[src/rtl/smt_pkg.sv]
// package for the synchronous master serial transmitter: map, fields, states, carriers
`default_nettype none
package smt_pkg;
    // ----------------------------------------------------------------
    // register byte addresses
    // ----------------------------------------------------------------
    localparam int ADDR_W = 5;
    localparam logic [ADDR_W-1:0] ADDR_TX_CTRL = 5'h00;
    localparam logic [ADDR_W-1:0] ADDR_RX_CTRL = 5'h04;
    localparam logic [ADDR_W-1:0] ADDR_BAUD = 5'h08;
    localparam logic [ADDR_W-1:0] ADDR_TX_HOLD = 5'h0c;
    localparam logic [ADDR_W-1:0] ADDR_STATUS = 5'h10;

    // ----------------------------------------------------------------
    // field positions
    // ----------------------------------------------------------------
    localparam int TXC_MASTER_BIT = 7;
    localparam int TXC_TX_EN_BIT = 5;
    localparam int TXC_SYNC_BIT = 4;
    localparam int TXC_HIGH_SPEED_BIT = 2;
    localparam int TXC_SHIFT_EMPTY_BIT = 1;
    localparam int RXC_PORT_EN_BIT = 7;
    localparam int RXC_SINGLE_RX_BIT = 5;
    localparam int RXC_CONT_RX_BIT = 4;
    localparam int ST_EMPTY_BIT = 0;
    localparam int ST_FULL_BIT = 1;
    localparam int ST_COUNT_LSB = 4;
    localparam int ST_DATA_PIN_BIT = 12;
    localparam int ST_CLOCK_PIN_BIT = 13;
    localparam int ST_BUSY_BIT = 14;

    // ----------------------------------------------------------------
    // widths, timing and answers
    // ----------------------------------------------------------------
    localparam int CHAR_BITS = 8;
    localparam int BAUD_W = 8;
    localparam int BRG_CLOCKS_PER_BIT = 4;
    localparam int HALF_W = 10;
    localparam logic [1:0] RESP_OKAY = 2'h0;
    localparam logic [1:0] RESP_SLVERR = 2'h2;
    localparam logic [BAUD_W-1:0] BAUD_RESET = 8'h00;

    // ----------------------------------------------------------------
    // types
    // ----------------------------------------------------------------
    typedef enum logic [1:0] {SMT_IDLE, SMT_LEAD, SMT_TRAIL} smt_state_t;

    typedef struct packed {
        logic master;
        logic tx_en;
        logic sync;
        logic high_speed;
        logic port_en;
        logic single_rx;
        logic cont_rx;
        logic [BAUD_W-1:0] divisor;
    } smt_cfg_t;
endpackage : smt_pkg
`default_nettype wire

[src/rtl/smt_top.sv]
// synchronous master serial transmitter with axi4-lite registers and transmit fifo
//
// What this block does
// - data pin is never driven while any receive enable is set; half duplex only
// - only data bits are shifted; no start or stop bit is framed
// - sync mode bit high selects synchronous operation
// - master select bit high makes the port generate the shift clock
// - transmit only while both receive enables are low
// - nothing runs unless the port enable bit is high
// - clock pin driver enabled whenever synchronous master is configured
// - data changes on the leading clock edge, stable at the trailing edge
// - exactly one clock cycle per data bit, no extra pulses
// - master transmit enables both data and clock pin drivers
// - writing the holding register starts a transmission
// - a new character waits while the shift register is busy
// - an empty shift register loads at once and shifting starts right after
// - each data bit holds from one leading edge to the next
// - the shift register is not visible to software
// - bit rate is clock divided by four times divisor plus one
//
// Added by the designer: the register offsets and the AXI4-Lite slave port.
`default_nettype none

// ----------------------------------------------------------------
// fifo: holding stage between the bus and the shift register
// ----------------------------------------------------------------
module smt_fifo #(
    parameter int WIDTH = 8,
    parameter int DEPTH = 16
) (
    // clock and reset
    input wire logic aclk,
    input wire logic aresetn,
    // fill side
    input wire logic in_valid,
    output logic in_ready,
    input wire logic [WIDTH-1:0] in_data,
    // drain side
    output logic out_valid,
    input wire logic out_ready,
    output logic [WIDTH-1:0] out_data,
    // fill level
    output logic [$clog2(DEPTH):0] count
);
    localparam int PTR_W = $clog2(DEPTH);

    logic [WIDTH-1:0] mem_q [DEPTH];
    logic [PTR_W-1:0] wr_ptr_q;
    logic [PTR_W-1:0] rd_ptr_q;
    logic [PTR_W:0] count_q;
    wire logic push;
    wire logic pop;

    // handshakes
    assign in_ready = (count_q != (PTR_W+1)'(DEPTH));
    assign out_valid = (count_q != '0);
    assign push = in_valid & in_ready;
    assign pop = out_valid & out_ready;
    assign out_data = mem_q[rd_ptr_q];
    assign count = count_q;

    // storage
    always_ff @(posedge aclk) begin
        if (push) begin
            mem_q[wr_ptr_q] <= in_data;
        end
    end

    // pointers and level
    always_ff @(posedge aclk) begin
        if (!aresetn) begin
            wr_ptr_q <= '0;
            rd_ptr_q <= '0;
            count_q <= '0;
        end else begin
            wr_ptr_q <= push ? wr_ptr_q + 1'b1 : wr_ptr_q;
            rd_ptr_q <= pop ? rd_ptr_q + 1'b1 : rd_ptr_q;
            count_q <= count_q + {{PTR_W{1'b0}}, push} - {{PTR_W{1'b0}}, pop};
        end
    end
endmodule : smt_fifo

// ----------------------------------------------------------------
// top: register slave, bit clock generator and shifter
// ----------------------------------------------------------------
module smt_top
    import smt_pkg::*;
#(
    parameter int FIFO_DEPTH = 16
) (
    // clock and reset
    input wire logic aclk,
    input wire logic aresetn,
    // axi4-lite write address and data
    input wire logic [ADDR_W-1:0] s_axi_awaddr,
    input wire logic s_axi_awvalid,
    output logic s_axi_awready,
    input wire logic [31:0] s_axi_wdata,
    input wire logic [3:0] s_axi_wstrb,
    input wire logic s_axi_wvalid,
    output logic s_axi_wready,
    // axi4-lite write response
    output logic [1:0] s_axi_bresp,
    output logic s_axi_bvalid,
    input wire logic s_axi_bready,
    // axi4-lite read
    input wire logic [ADDR_W-1:0] s_axi_araddr,
    input wire logic s_axi_arvalid,
    output logic s_axi_arready,
    output logic [31:0] s_axi_rdata,
    output logic [1:0] s_axi_rresp,
    output logic s_axi_rvalid,
    input wire logic s_axi_rready,
    // shift clock pin
    input wire logic shift_clock_pin_i,
    output logic shift_clock_pin_o,
    output logic shift_clock_pin_oe,
    // shared data pin
    input wire logic shared_data_pin_i,
    output logic shared_data_pin_o,
    output logic shared_data_pin_oe
);
    localparam int CNT_W = $clog2(FIFO_DEPTH) + 1;
    localparam int BIT_W = $clog2(CHAR_BITS);

    // ----------------------------------------------------------------
    // configuration and bus state
    // ----------------------------------------------------------------
    smt_cfg_t cfg_q;
    logic [ADDR_W-1:0] waddr_q;
    logic [31:0] wdata_q;
    logic [3:0] wstrb_q;
    logic have_aw_q;
    logic have_w_q;
    logic bvalid_q;
    logic [1:0] bresp_q;
    logic rvalid_q;
    logic [1:0] rresp_q;
    logic [31:0] rdata_q;

    // shifter state
    smt_state_t state_q;
    logic [CHAR_BITS-1:0] shift_q;
    logic [BIT_W-1:0] bit_cnt_q;
    logic [HALF_W-1:0] half_cnt_q;
    logic clk_q;

    // pin synchronisers
    logic [2:0] dt_sync_q;
    logic [2:0] ck_sync_q;
    logic dt_level_q;
    logic ck_level_q;

    // fifo wires
    wire logic fifo_in_valid;
    wire logic fifo_in_ready;
    wire logic fifo_out_valid;
    wire logic fifo_out_ready;
    wire logic [CHAR_BITS-1:0] fifo_out_data;
    wire logic [CNT_W-1:0] fifo_count;

    // ----------------------------------------------------------------
    // mode decode
    // ----------------------------------------------------------------
    wire logic master_on = cfg_q.port_en & cfg_q.sync & cfg_q.master;
    wire logic rx_req = cfg_q.single_rx | cfg_q.cont_rx;
    wire logic tx_mode = master_on & ~rx_req & cfg_q.tx_en;
    wire logic [HALF_W-1:0] half_len =
        HALF_W'((BRG_CLOCKS_PER_BIT / 2) * (int'(cfg_q.divisor) + 1));
    wire logic tick = (half_cnt_q == half_len - 1'b1);
    wire logic last_bit = (bit_cnt_q == BIT_W'(CHAR_BITS - 1));
    wire logic char_end = (state_q == SMT_TRAIL) & tick & last_bit;
    wire logic load = fifo_out_valid & fifo_out_ready;

    // holding stage drains only into an empty or just finished shift register
    assign fifo_out_ready = tx_mode & ((state_q == SMT_IDLE) | char_end);

    // ----------------------------------------------------------------
    // axi4-lite write path
    // ----------------------------------------------------------------
    wire logic aw_take = s_axi_awvalid & s_axi_awready;
    wire logic w_take = s_axi_wvalid & s_axi_wready;
    wire logic to_hold = (waddr_q == ADDR_TX_HOLD);
    wire logic w_mapped = (waddr_q == ADDR_TX_CTRL) | (waddr_q == ADDR_RX_CTRL) |
        (waddr_q == ADDR_BAUD) | to_hold | (waddr_q == ADDR_STATUS);
    wire logic commit = have_aw_q & have_w_q & ~bvalid_q & (~to_hold | fifo_in_ready);
    wire logic lane0 = commit & wstrb_q[0];

    assign s_axi_awready = ~have_aw_q & ~bvalid_q;
    assign s_axi_wready = ~have_w_q & ~bvalid_q;
    assign s_axi_bvalid = bvalid_q;
    assign s_axi_bresp = bresp_q;
    assign fifo_in_valid = lane0 & to_hold;

    // write capture and response
    always_ff @(posedge aclk) begin
        if (!aresetn) begin
            waddr_q <= '0;
            wdata_q <= '0;
            wstrb_q <= '0;
            have_aw_q <= 1'b0;
            have_w_q <= 1'b0;
            bvalid_q <= 1'b0;
            bresp_q <= RESP_OKAY;
        end else begin
            if (aw_take) begin
                waddr_q <= s_axi_awaddr;
            end
            if (w_take) begin
                wdata_q <= s_axi_wdata;
                wstrb_q <= s_axi_wstrb;
            end
            have_aw_q <= commit ? 1'b0 : (have_aw_q | aw_take);
            have_w_q <= commit ? 1'b0 : (have_w_q | w_take);
            if (commit) begin
                bvalid_q <= 1'b1;
                bresp_q <= w_mapped ? RESP_OKAY : RESP_SLVERR;
            end else if (s_axi_bready) begin
                bvalid_q <= 1'b0;
            end
        end
    end

    // configuration registers, byte lane 0 only
    always_ff @(posedge aclk) begin
        if (!aresetn) begin
            cfg_q <= '{default: 1'b0, divisor: BAUD_RESET};
        end else if (lane0) begin
            if (waddr_q == ADDR_TX_CTRL) begin
                cfg_q.master <= wdata_q[TXC_MASTER_BIT];
                cfg_q.tx_en <= wdata_q[TXC_TX_EN_BIT];
                cfg_q.sync <= wdata_q[TXC_SYNC_BIT];
                cfg_q.high_speed <= wdata_q[TXC_HIGH_SPEED_BIT];
            end
            if (waddr_q == ADDR_RX_CTRL) begin
                cfg_q.port_en <= wdata_q[RXC_PORT_EN_BIT];
                cfg_q.single_rx <= wdata_q[RXC_SINGLE_RX_BIT];
                cfg_q.cont_rx <= wdata_q[RXC_CONT_RX_BIT];
            end
            if (waddr_q == ADDR_BAUD) begin
                cfg_q.divisor <= wdata_q[BAUD_W-1:0];
            end
        end
    end

    // ----------------------------------------------------------------
    // axi4-lite read path
    // ----------------------------------------------------------------
    wire logic ar_take = s_axi_arvalid & s_axi_arready;
    wire logic busy = (state_q != SMT_IDLE);
    wire logic [31:0] rd_tx_ctrl = 32'(cfg_q.master) << TXC_MASTER_BIT |
        32'(cfg_q.tx_en) << TXC_TX_EN_BIT | 32'(cfg_q.sync) << TXC_SYNC_BIT |
        32'(cfg_q.high_speed) << TXC_HIGH_SPEED_BIT | 32'(!busy) << TXC_SHIFT_EMPTY_BIT;
    wire logic [31:0] rd_rx_ctrl = 32'(cfg_q.port_en) << RXC_PORT_EN_BIT |
        32'(cfg_q.single_rx) << RXC_SINGLE_RX_BIT | 32'(cfg_q.cont_rx) << RXC_CONT_RX_BIT;
    wire logic [31:0] rd_status = 32'(fifo_count == '0) << ST_EMPTY_BIT |
        32'(!fifo_in_ready) << ST_FULL_BIT | 32'(fifo_count) << ST_COUNT_LSB |
        32'(dt_level_q) << ST_DATA_PIN_BIT | 32'(ck_level_q) << ST_CLOCK_PIN_BIT |
        32'(busy) << ST_BUSY_BIT;
    // the holding register is write only and the shift register has no address
    wire logic [31:0] rd_mux = (s_axi_araddr == ADDR_TX_CTRL) ? rd_tx_ctrl :
        (s_axi_araddr == ADDR_RX_CTRL) ? rd_rx_ctrl :
        (s_axi_araddr == ADDR_BAUD) ? 32'(cfg_q.divisor) :
        (s_axi_araddr == ADDR_STATUS) ? rd_status : 32'h0000_0000;
    wire logic r_mapped = (s_axi_araddr == ADDR_TX_CTRL) | (s_axi_araddr == ADDR_RX_CTRL) |
        (s_axi_araddr == ADDR_BAUD) | (s_axi_araddr == ADDR_TX_HOLD) |
        (s_axi_araddr == ADDR_STATUS);

    assign s_axi_arready = ~rvalid_q;
    assign s_axi_rvalid = rvalid_q;
    assign s_axi_rdata = rdata_q;
    assign s_axi_rresp = rresp_q;

    // read answer
    always_ff @(posedge aclk) begin
        if (!aresetn) begin
            rvalid_q <= 1'b0;
            rdata_q <= '0;
            rresp_q <= RESP_OKAY;
        end else if (ar_take) begin
            rvalid_q <= 1'b1;
            rdata_q <= rd_mux;
            rresp_q <= r_mapped ? RESP_OKAY : RESP_SLVERR;
        end else if (s_axi_rready) begin
            rvalid_q <= 1'b0;
        end
    end

    // pin synchronisers: a level counts once the last two stages agree
    always_ff @(posedge aclk) begin
        if (!aresetn) begin
            dt_sync_q <= '0;
            ck_sync_q <= '0;
            dt_level_q <= 1'b0;
            ck_level_q <= 1'b0;
        end else begin
            dt_sync_q <= {dt_sync_q[1:0], shared_data_pin_i};
            ck_sync_q <= {ck_sync_q[1:0], shift_clock_pin_i};
            dt_level_q <= (dt_sync_q[2] == dt_sync_q[1]) ? dt_sync_q[2] : dt_level_q;
            ck_level_q <= (ck_sync_q[2] == ck_sync_q[1]) ? ck_sync_q[2] : ck_level_q;
        end
    end

    // ----------------------------------------------------------------
    // holding fifo
    // ----------------------------------------------------------------
    smt_fifo #(
        .WIDTH(CHAR_BITS),
        .DEPTH(FIFO_DEPTH)
    ) u_hold (
        .aclk(aclk),
        .aresetn(aresetn),
        .in_valid(fifo_in_valid),
        .in_ready(fifo_in_ready),
        .in_data(wdata_q[CHAR_BITS-1:0]),
        .out_valid(fifo_out_valid),
        .out_ready(fifo_out_ready),
        .out_data(fifo_out_data),
        .count(fifo_count)
    );

    // ----------------------------------------------------------------
    // bit clock and shifter
    // ----------------------------------------------------------------
    // a character is data bits only, lsb first, clock high in the first half
    always_ff @(posedge aclk) begin
        if (!aresetn || !tx_mode) begin
            state_q <= SMT_IDLE;
            clk_q <= 1'b0;
            half_cnt_q <= '0;
            bit_cnt_q <= '0;
            shift_q <= '0;
        end else begin
            half_cnt_q <= (tick || state_q == SMT_IDLE) ? '0 : half_cnt_q + 1'b1;
            case (state_q)
                SMT_IDLE: begin
                    if (load) begin
                        state_q <= SMT_LEAD;
                        clk_q <= 1'b1;
                        shift_q <= fifo_out_data;
                        bit_cnt_q <= '0;
                    end
                end
                SMT_LEAD: begin
                    if (tick) begin
                        state_q <= SMT_TRAIL;
                        clk_q <= 1'b0;
                    end
                end
                SMT_TRAIL: begin
                    if (tick && !last_bit) begin
                        state_q <= SMT_LEAD;
                        clk_q <= 1'b1;
                        shift_q <= shift_q >> 1;
                        bit_cnt_q <= bit_cnt_q + 1'b1;
                    end else if (char_end && load) begin
                        state_q <= SMT_LEAD;
                        clk_q <= 1'b1;
                        shift_q <= fifo_out_data;
                        bit_cnt_q <= '0;
                    end else if (char_end) begin
                        state_q <= SMT_IDLE;
                    end
                end
                default: begin
                    state_q <= SMT_IDLE;
                end
            endcase
        end
    end

    // pin drive; receive itself is not built, so receive setups only release data
    assign shift_clock_pin_o = clk_q;
    assign shift_clock_pin_oe = master_on;
    assign shared_data_pin_o = shift_q[0];
    assign shared_data_pin_oe = tx_mode;

    // ----------------------------------------------------------------
    // checks
    // ----------------------------------------------------------------
    logic [HALF_W:0] hi_cnt_q;
    logic [BIT_W+1:0] rise_cnt_q;
    logic clk_d1_q;

    // helper: high-phase length and leading edges per character
    always_ff @(posedge aclk) begin
        if (!aresetn) begin
            hi_cnt_q <= '0;
            rise_cnt_q <= '0;
            clk_d1_q <= 1'b0;
        end else begin
            clk_d1_q <= clk_q;
            hi_cnt_q <= clk_q ? hi_cnt_q + 1'b1 : '0;
            rise_cnt_q <= load ? '0 : rise_cnt_q + (BIT_W+2)'(clk_q & ~clk_d1_q);
        end
    end
endmodule : smt_top
`default_nettype wire

[config.mk]
export PLATFORM = sky130hd
export DESIGN_NAME = smt_top
export DESIGN_NICKNAME = d
export VERILOG_FILES = /design/src/rtl/smt_pkg.sv /design/src/rtl/smt_top.sv
export SDC_FILE = /design/constraint.sdc
export NUM_CORES = 1
export LEC_CHECK = 0
export BUFFER_PORTS_ARGS = -buffer_cell sky130_fd_sc_hd__clkbuf_2
export CORE_MARGIN = 3
export CORE_UTILIZATION = 55
export CTS_BUF_LIST = sky130_fd_sc_hd__clkbuf_4
export DETAILED_ROUTE_END_ITERATION = 7
export MAX_ROUTING_LAYER = met4
export PLACE_DENSITY = 0.81
export SYNTH_ARGS = -nofsm -noshare
export SYNTH_HDL_FRONTEND = slang
export SYNTH_SLANG_ARGS = --single-unit
[constraint.sdc]
create_clock -name aclk -period 4 [get_ports aclk]
set_input_delay 0.4 -clock aclk [delete_from_list [all_inputs] [get_ports aclk]]
set_output_delay 0.4 -clock aclk [all_outputs]
set_load 0.05 [all_outputs]
Word-level counts from Yosys, hierarchy flattened. Memories as Yosys holds them, arrays and structs flattened. A register that Yosys moved wholly into a read port is not among the register bits. Cells that the tools add are included.

Bits in read-only memories: 0. Logic and storage cells: 168. Bits in writable memories: 128. Memories: 1. Flip-flop bits (word level): 114. Latch bits: 0.

Multiplexer cells: 33. Equality and inequality tests: 19. $add $sub $neg: 8. Div/mod/pow operators: 0. Multiply operators: 0. Reduce and logical (&&, ||, !) cells: 27. Order comparisons: 0. Bitwise logic cells: 50. Shift-type cells: 0.

Memories: u_hold.mem_q (depth 16, bits a word 8, read ports 1, clocked after memory_dff 1, wr ports 1, line smt_top.sv:47) `logic [WIDTH-1:0] mem_q [DEPTH];`.

Operators with widths (count): $mux 15 (4); $mux 8 (3); $eq 5x4->1 const B (4); $and 1x1->1 (19); $or 8x5->8 (2); $or 8x6->8 (2); $pmux 8 s2 (1); $logic_not 5->1 (3); $or 14x15->15 (1); $mux 2 (7); $or 13x14->14 (1); $or 1x1->1 (13); $or 9x13->13 (1); $add 10x1->10 const B (1); $eq 10x10->1 (1); $eq 5x3->1 const B (2); $eq 5x5->1 const B (2); $mux 1 (10); $sub 10x1->10 const B (1); $add 8x1->9 const B (1); $mux 3 (3); $or 2x9->9 (1); $add 4x1->4 const B (2); $mux 4 (2); 29 further kinds (50).

Depth between registers and ports, before layout. Gate-level depths: netlist of the first run.

Depth in word-level cells: 12. Gate-level depth with buffers: 17.

Modules after synthesis. Synthesis of the first run repeated with hierarchy kept, for this count alone.

Cells, all modules: 755. Area total of the unflattened synthesis: 9872.0 um^2.

By module, submodules not included: smt_fifo (instances 1, cells each 308, seq. area each 4184.0 um^2, area each 5878.1 um^2); smt_top (instances 1, cells each 447, seq. area each 1581.5 um^2, area each 3993.8 um^2).

Worst setup path before layout of the first run. OpenSTA, ideal clock, no wires.

Path type: reg-to-reg. Start point: register cfg_q[0] in the netlist's numbering. End point: register u_hold.count_q[4], in the netlist u_hold.count[4]. Stages on the path, launching flop included: 17. Path slack: 208 ps. Buffers on the path: 0. Required time: 3884 ps. Arrival: 3677 ps. Setup time: 116 ps. Cell sequence: dfxtp_1 ha_1 or3_1 a21oi_1 o2111ai_1 xnor2_1 mux2_2 a31oi_4 inv_1 ha_1 inv_1 ha_1 fa_1 a21oi_1 nor2_1 or3_1 and3_1.

Longest elaborated chain between the ends: 9.

RTL lines: start: declaration (line smt_top.sv:129) `smt_cfg_t cfg_q;`; $add 8x1->9 (line smt_top.sv:169) `HALF_W'((BRG_CLOCKS_PER_BIT / 2) * (int'(cfg_q.divisor) + 1));`; $sub 10x1->10 (line smt_top.sv:170) `wire logic tick = (half_cnt_q == half_len - 1'b1);`; $eq 10x10->1 (line smt_top.sv:170); $and 1x1->1 (2 in a row) (line smt_top.sv:172) `wire logic char_end = (state_q == SMT_TRAIL) & tick & last_bit;`; $or 1x1->1 (line smt_top.sv:176) `assign fifo_out_ready = tx_mode & ((state_q == SMT_IDLE) | char_end);`; $and 1x1->1 (line smt_top.sv:176); $and 1x1->1; named net load (line smt_top.sv:173) `wire logic load = fifo_out_valid & fifo_out_ready;`; $sub 5x1->5 (line smt_top.sv:78) `count_q <= count_q + {{PTR_W{1'b0}}, push} - {{PTR_W{1'b0}}, pop};`; end signal: assignment (line smt_top.sv:78); end: declaration (line smt_top.sv:50) `logic [PTR_W:0] count_q;`.

The timed path passes the listed nets, and every way through them passes these cells. A chain may end at the register's enable or synchronous reset.

Worst setup path after layout of the first run. Ends and elaborated chain as after synthesis.

==> impl_metrics.yaml, run 1 <==
detailed_routing:
  routed_wl_um: 21000
  vias: 6268
  dr.pass1.iters: 5
  wl_per_cell_um: 19.1
  drc: 0
  drtIter0Drc: 481
  viasPerCell: 5.69
  ant_nets: 0
pwr:
  p_leak_nw: 3.95
  power_frac_seq_pct: 54.6
  p_per_area_nw_per_um2: 412
  vdd_drop_max_uv: 275
  pwr-share-comb_pct: 4.1
  clock_power_share_pct: 41.3
  p_int_mw: 3.53
  swShare_pct: 23.1
  total_power_mw: 4.59
  p_switching_mw: 1.06
synth:
  ys_ff_latch: 224
  yosysTopAreaCell: "edfxtp_1"
  yosys.area.top_type_share_pct: 39.5
  syn_inst: 725
  synth_cell_types: 62
  syn-cell-area_sq_um: 9730
  synth_enable_flop_cells: 128
  postSynthAreaPerCell_sq_um: 13.4
  async_reset_ff_share_pct: 0
  synth-seq-area-share_pct: 59.3
  synth_area_leaders: "edfxtp_1 40%, dfxtp_1 20%, mux4_2 9.3%"
  synth_flop_cell: "edfxtp_1"
  yosys_warnings: 0
setup_path:
  worstSetupPathType: "register to register"
  critPathMaxFanout: 6
  rr_worst_depth: 16
  critPathArrivalTime_ns: 4.44
  crit_chain: "ha_2 > or3_1 > a21oi_1 > o2111ai_1 > xnor2_1 > mux2_4 > a31oi_4 > inv_1 > ha_1 > inv_1 > ha_1 > fa_2 > a21oi_2 > nor2_1 > or3_1 > and3_1"
  crit_path_max_incr_delay_ns: 0.38
  cp_slowest_cell: "fa_2"
  end_kind: "register"
  cp-start-kind: "register"
  required_ns: 4.55
place:
  hpwl_um: 13200
  portBuffers: 50
  placed_cell_area_sq_um: 10200
  dp_cells: 981
  dp_slack_ns: 0.134
  place.gp.congestion: 0.905
clocking:
  clockRootBuffer: "clkbuf_4"
  cts_max_level: 2
  numCtsBuffers: 53
  clock_path_buffers: 3
  clock_latency_ns: 0.66
  cts.sinks: 224
  clk_pin_slew_ns: 0.07
  cts_tree: "built"
global_routing:
  grt_use_total_pct: 22.0
  grt_overflow: 0
  grt_max_degree: 69
  grt_first_pass_wirelength_um: 33100
  antenna_found_initial: 1
  grt_pass1_vias: 6353
sta:
  tightestPinTransition_ns: 0.850
  max_slew_margin_pct: 43.2
  slew_violations: 0
  fin_crit_sh_pct: 97.4
  finalSetupViolations: 0
  fin_crit_ns: 3.90
  fmax_ghz: 0.257
  fin_ws_ns: 0.104
  clock_skew_ns: 0.0573
  hold_violations: 0
die:
  die-area_sq_um: 19300
  start_util_pct: 57.4
  core_sq_um: 16900
  pin_count: 100
  dieWidth_um: 139
  rows: 47
  die_h_um: 139
cells_and_area:
  fillers: 1170
  design_area_sq_um: 11100
  drive_above_1_share_pct: 26.6
  syn_to_final_growth_pct: 14.4
  nets: 908
  stdcell_count: 1102
flow_run:
  cap_violations: 0
run_status:
  status: "completed"
min_path:
  min_path_type: "input port to register"
  min_delay_path_depth: 3
[metrics by stage]
step / setup TNS, ns / hold WS, ns / utilization [%]
after floorplan: 0 / 0.412 / -
after global placement: 0 / 0.417 / 60.1
after detailed placement: 0 / 0.429 / 60.1
after CTS: 0 / 0.0428 / 65.6
after global routing: -0.0225 / 0.0901 / 65.7
final: 0 / 0.113 / 65.7
[power groups by stage]
stage | combinational (mW) | clock (mW) | sequential (mW)
2_1_floorplan | 0.136 | 0 | 2.55
3_3_place_gp | 0.167 | 0 | 2.55
3_5_place_dp | 0.172 | 0 | 2.55
4_1_cts | 0.187 | 1.94 | 2.50
5_1_grt | 0.202 | 2.06 | 2.51
6_report | 0.190 | 1.89 | 2.50
[timing repair]
action,4_1_cts,5_1_grt
setup buffers,1,1
pin swaps,1,1
endpoints found under the hold margin,18,0
endpoints found under the setup margin,1,1
resized for setup,1,6
hold buffers,19,0
[cells in the mapped netlist, drive strengths merged (14+ instances only)]
| cell type | instances |
|---|---|
| nor2b | 28 |
| buf | 39 |
| a211oi | 14 |
| dfxtp | 96 |
| nor2 | 51 |
| a21oi | 19 |
| ha | 15 |
| and2 | 19 |
| nand2 | 46 |
| mux2i | 36 |
| edfxtp | 128 |
| nand3 | 15 |
| a21boi | 19 |
| mux4 | 40 |
| clkbuf | 21 |
| xnor2 | 14 |
[critical path: cells and delay by family, from the launching register on]
| family | cells | cell delay (ns) |
|---|---|---|
| adders and majority gates | 4 | 1.11 |
| and+or+nand+nor | 4 | 0.96 |
| AOI/OAI and AO/OA | 4 | 0.65 |
| muxes | 1 | 0.36 |
| DFF | 1 | 0.32 |
| xor gates and xnor gates | 1 | 0.27 |
| buffers and inverters | 2 | 0.14 |
[logic make-up after synthesis]
family                   Yosys count  synth area share (%)
adder cells (fa/ha/maj)           16                  2.14
multiplexers                      79                  13.4
AO/OA/AOI/OAI                     83                  6.52
AND/OR/NAND/NOR                  223                  12.3
other                              1                0.0386
XOR/XNOR                          26                  2.42
buffers and inverters             73                  3.96
flip-flops                       224                  59.3
[cell type report]
class	count	area (sq um)	area share (%)
Multi-Input combinational cell	449	3670	33.0
Clock buffer	83	623	5.60
Sequential cell	224	5770	51.9
Tap cell	220	275	2.47
Antenna cell	1	2.50	0.0225
Inverter	13	48.8	0.438
Clock inverter	16	97.6	0.877
Timing Repair Buffer	96	643	5.78
[path summary, 6_finish.rpt]
kind,from,endpoint,slack (ns)
max reg2reg,cfg_q[0]$_SDFFE_PN0P_,u_hold.count[4]$_SDFF_PN0_,0.10
max,cfg_q[0]$_SDFFE_PN0P_,u_hold.count[4]$_SDFF_PN0_,0.10
min reg2reg,dt_sync_q[0]$_SDFF_PN0_,dt_sync_q[1]$_SDFF_PN0_,0.44
min,s_axi_araddr[4],s_axi_rresp[1]$_SDFFE_PN0P_,0.11
[sequential cells by signal (all words and copies together) (netlist names), 5 cells and up, named ones only]
register      flops
cfg_q            15
half_cnt_q       10
s_axi_rdata      12
shift_q           8
u_hold.count      5
u_hold.mem_q    128
waddr_q           5
wdata_q           8
[layer usage]
layer / global-route usage, % / wire [um]
met1: 27.1 / 8270
met2: 37.2 / 10900
met3: 4.21 / 1430
met4: 6.85 / 431
met5: - / 0
[cells in the final DEF (no fill, tap or decap), types with 4 or more instances in the layout]
master | Yosys | layout
edfxtp_1 | 128 | 128
a211oi_2 | 8 | 8
and2_1 | 19 | 19
nor2_1 | 51 | 51
nand2b_1 | 13 | 13
dfxtp_1 | 96 | 92
nand3_1 | 14 | 14
inv_1 | 13 | 13
nand2_1 | 46 | 46
nor2b_1 | 28 | 28
and3_1 | 8 | 8
clkbuf_2 | 0 | 50
a21boi_0 | 17 | 17
clkbuf_4 | 0 | 83
mux4_2 | 40 | 40
buf_4 | 22 | 27
nand3b_1 | 4 | 4
xor2_1 | 11 | 11
o21ai_0 | 10 | 10
ha_1 | 15 | 14
or3_1 | 7 | 7
dfxtp_2 | 0 | 4
dlygate4sd3_1 | 0 | 19
a21oi_1 | 18 | 17
mux2i_1 | 35 | 35
a211oi_1 | 6 | 6
nor3_1 | 7 | 7
nor3b_1 | 5 | 5
nand4_1 | 4 | 4
conb_1 | 1 | 22
o211a_1 | 4 | 4
clkinv_1 | 0 | 11
xnor2_1 | 14 | 14
Power figures use the tool's default switching activity.
==> inputs of run 2 (changes only) <==
CORE_UTILIZATION = 50   (was 55)
PLACE_DENSITY = 0.75   (was 0.81)
==> impl_metrics.yaml, run 2 (synthesis gave the netlist of run 1 again) <==
global_routing:
  grt_max_degree: 69
  grt_first_pass_wirelength_um: 32900
  grt_busiest_layer: "met2"
  grt_use_total_pct: 19.7
  use_met3_pct: 4.05
  grt_pass1_vias: 6369
  antenna_found_initial: 1
  grt_overflow: 0
  grt_util_met2_pct: 32.4
  met1_usage_pct: 24.8
detailed_routing:
  wl_per_cell_um: 17.6
  ant_nets: 0
  vias: 6111
  drtIter0Drc: 470
  dr.pass1.iters: 4
  drc: 0
  viasPerCell: 5.37
  routed_wl_um: 20000
pwr:
  power_frac_seq_pct: 54.0
  p_per_area_nw_per_um2: 415
  p_int_mw: 3.54
  swShare_pct: 23.5
  total_power_mw: 4.63
  vdd_drop_max_uv: 345
  clock_power_share_pct: 41.9
  p_leak_nw: 3.93
  pwr-share-comb_pct: 4.1
  p_switching_mw: 1.09
clocking:
  clock_latency_ns: 0.69
  cts_max_level: 2
  clk_pin_slew_ns: 0.07
  clock_path_buffers: 3
  cts_setup_buffers: 0
  numCtsBuffers: 56
  clockRootBuffer: "clkbuf_4"
  cts.sinks: 224
  cts_tree: "built"
die:
  die-area_sq_um: 21200
  core_sq_um: 18900
  pin_count: 100
  dieWidth_um: 145
  start_util_pct: 51.5
  rows: 50
  die_h_um: 145
sta:
  fin_ws_ns: 0.257
  tightestPinTransition_ns: 0.856
  hold_violations: 0
  slew_violations: 0
  fin_crit_sh_pct: 93.6
  max_slew_margin_pct: 42.9
  finalSetupViolations: 0
  clock_skew_ns: 0.0558
  tns_ns: 0
  fin_crit_ns: 3.74
  fmax_ghz: 0.267
  grt_setup_unrepaired: "false"
  timing.hold.ws_ns: 0.0923
setup_path:
  critPathMaxFanout: 6
  end_kind: "register"
  required_ns: 4.57
  cp-start-kind: "register"
  critPathArrivalTime_ns: 4.31
  critPathTopFamily: "simple AND/OR/NAND/NOR gates"
  crit_path_max_incr_delay_ns: 0.41
  cp_slowest_cell: "mux2_2"
  crit_chain: "ha_4 > nand2_1 > or3_1 > o2111ai_1 > xnor2_1 > mux2_2 > a31oi_4 > inv_1 > ha_1 > inv_1 > ha_1 > fa_1 > a21oi_1 > nor2_1 > or3_1 > and3_1"
  worstSetupPathType: "register to register"
  critPathBufInv: 2
cells_and_area:
  largest_reg_flops: 128
  regMostFlops: "u_hold.mem_q"
  most-common-layout-cells: "128 x edfxtp_1, 90 x dfxtp_1, 83 x clkbuf_4"
  final_common_cell: "edfxtp_1"
  drive_above_1_share_pct: 26.1
  nets: 905
  syn_to_final_growth_pct: 14.7
min_path:
  min_path_type: "input port to register"
place:
  portBuffers: 50
  place.gp.congestion: 0.861
  dp_slack_ns: 0.199
  hpwl_um: 12900
run_status:
  status: "completed"
flow_run:
  cap_violations: 0
run 2: changes by cell type in the layout (fill, tap and decap cells not counted), moves of 2 or more:
cell and delta:
buf_4 -6, clkinv_1 +2, dfxtp_1 -2, dfxtp_2 +2
run 2: worst min-delay path, stage by stage:
cell      delay [ns]
clkbuf_2        0.14
o21ai_0         0.09
a31oi_1         0.08
run 2: final cells by class:
class | count | area [sq um]
Sequential cell | 224 | 5770
Fill cell | 1519 | 7730
Tap cell | 260 | 325
Multi-Input combinational cell | 449 | 3670
Antenna cell | 1 | 2.50
Timing Repair Buffer | 90 | 598
Inverter | 13 | 48.8
Clock inverter | 19 | 123
Clock buffer | 83 | 623
run 2: path summary, 6_finish.rpt:
kind / cells after the start / endpoint / slack [ns] / startpoint
worst min register to register: 1 / ck_sync_q[1]$_SDFF_PN0_ / 0.44 / ck_sync_q[0]$_SDFF_PN0_
worst max register to register: 16 / u_hold.count[4]$_SDFF_PN0_ / 0.26 / cfg_q[1]$_SDFFE_PN0P_
worst min-delay path: 3 / s_axi_rresp[1]$_SDFFE_PN0P_ / 0.09 / s_axi_araddr[4]
worst max-delay path: 16 / u_hold.count[4]$_SDFF_PN0_ / 0.26 / cfg_q[1]$_SDFFE_PN0P_
run 2: power groups by stage:
stage	combinational, mW	sequential (mW)	clock [mW]
after floorplan	0.136	2.55	0
after global placement	0.168	2.55	0
after detailed placement	0.171	2.55	0
after CTS	0.187	2.50	2.00
after global routing	0.203	2.51	2.13
final	0.189	2.50	1.94
run 2: timing repair:
item	in CTS	in global routing
setup endpoints to repair	0	1
hold buffers	19	0
resized for setup	0	6
hold endpoints to repair	18	0
run 2: layer usage:
| metal | wire [um] | vias to the layer above |
|---|---|---|
| li1 | - | 2885 |
| met1 | 8480 | 3013 |
| met2 | 10100 | 183 |
| met3 | 1130 | 30 |
| met4 | 328 | 0 |
| met5 | 0 | - |
run 2: stage by stage:
| step | instances | area [sq um] | util, % |
|---|---|---|---|
| global route | 1139 | 11200 | 59.1 |
| global placement | 1017 | 10200 | 54.0 |
| floorplan | 746 | 9810 | - |
| finish | 1139 | 11200 | 59.1 |
| CTS | 1138 | 11100 | 59.0 |
| detailed placement | 1017 | 10200 | 54.0 |
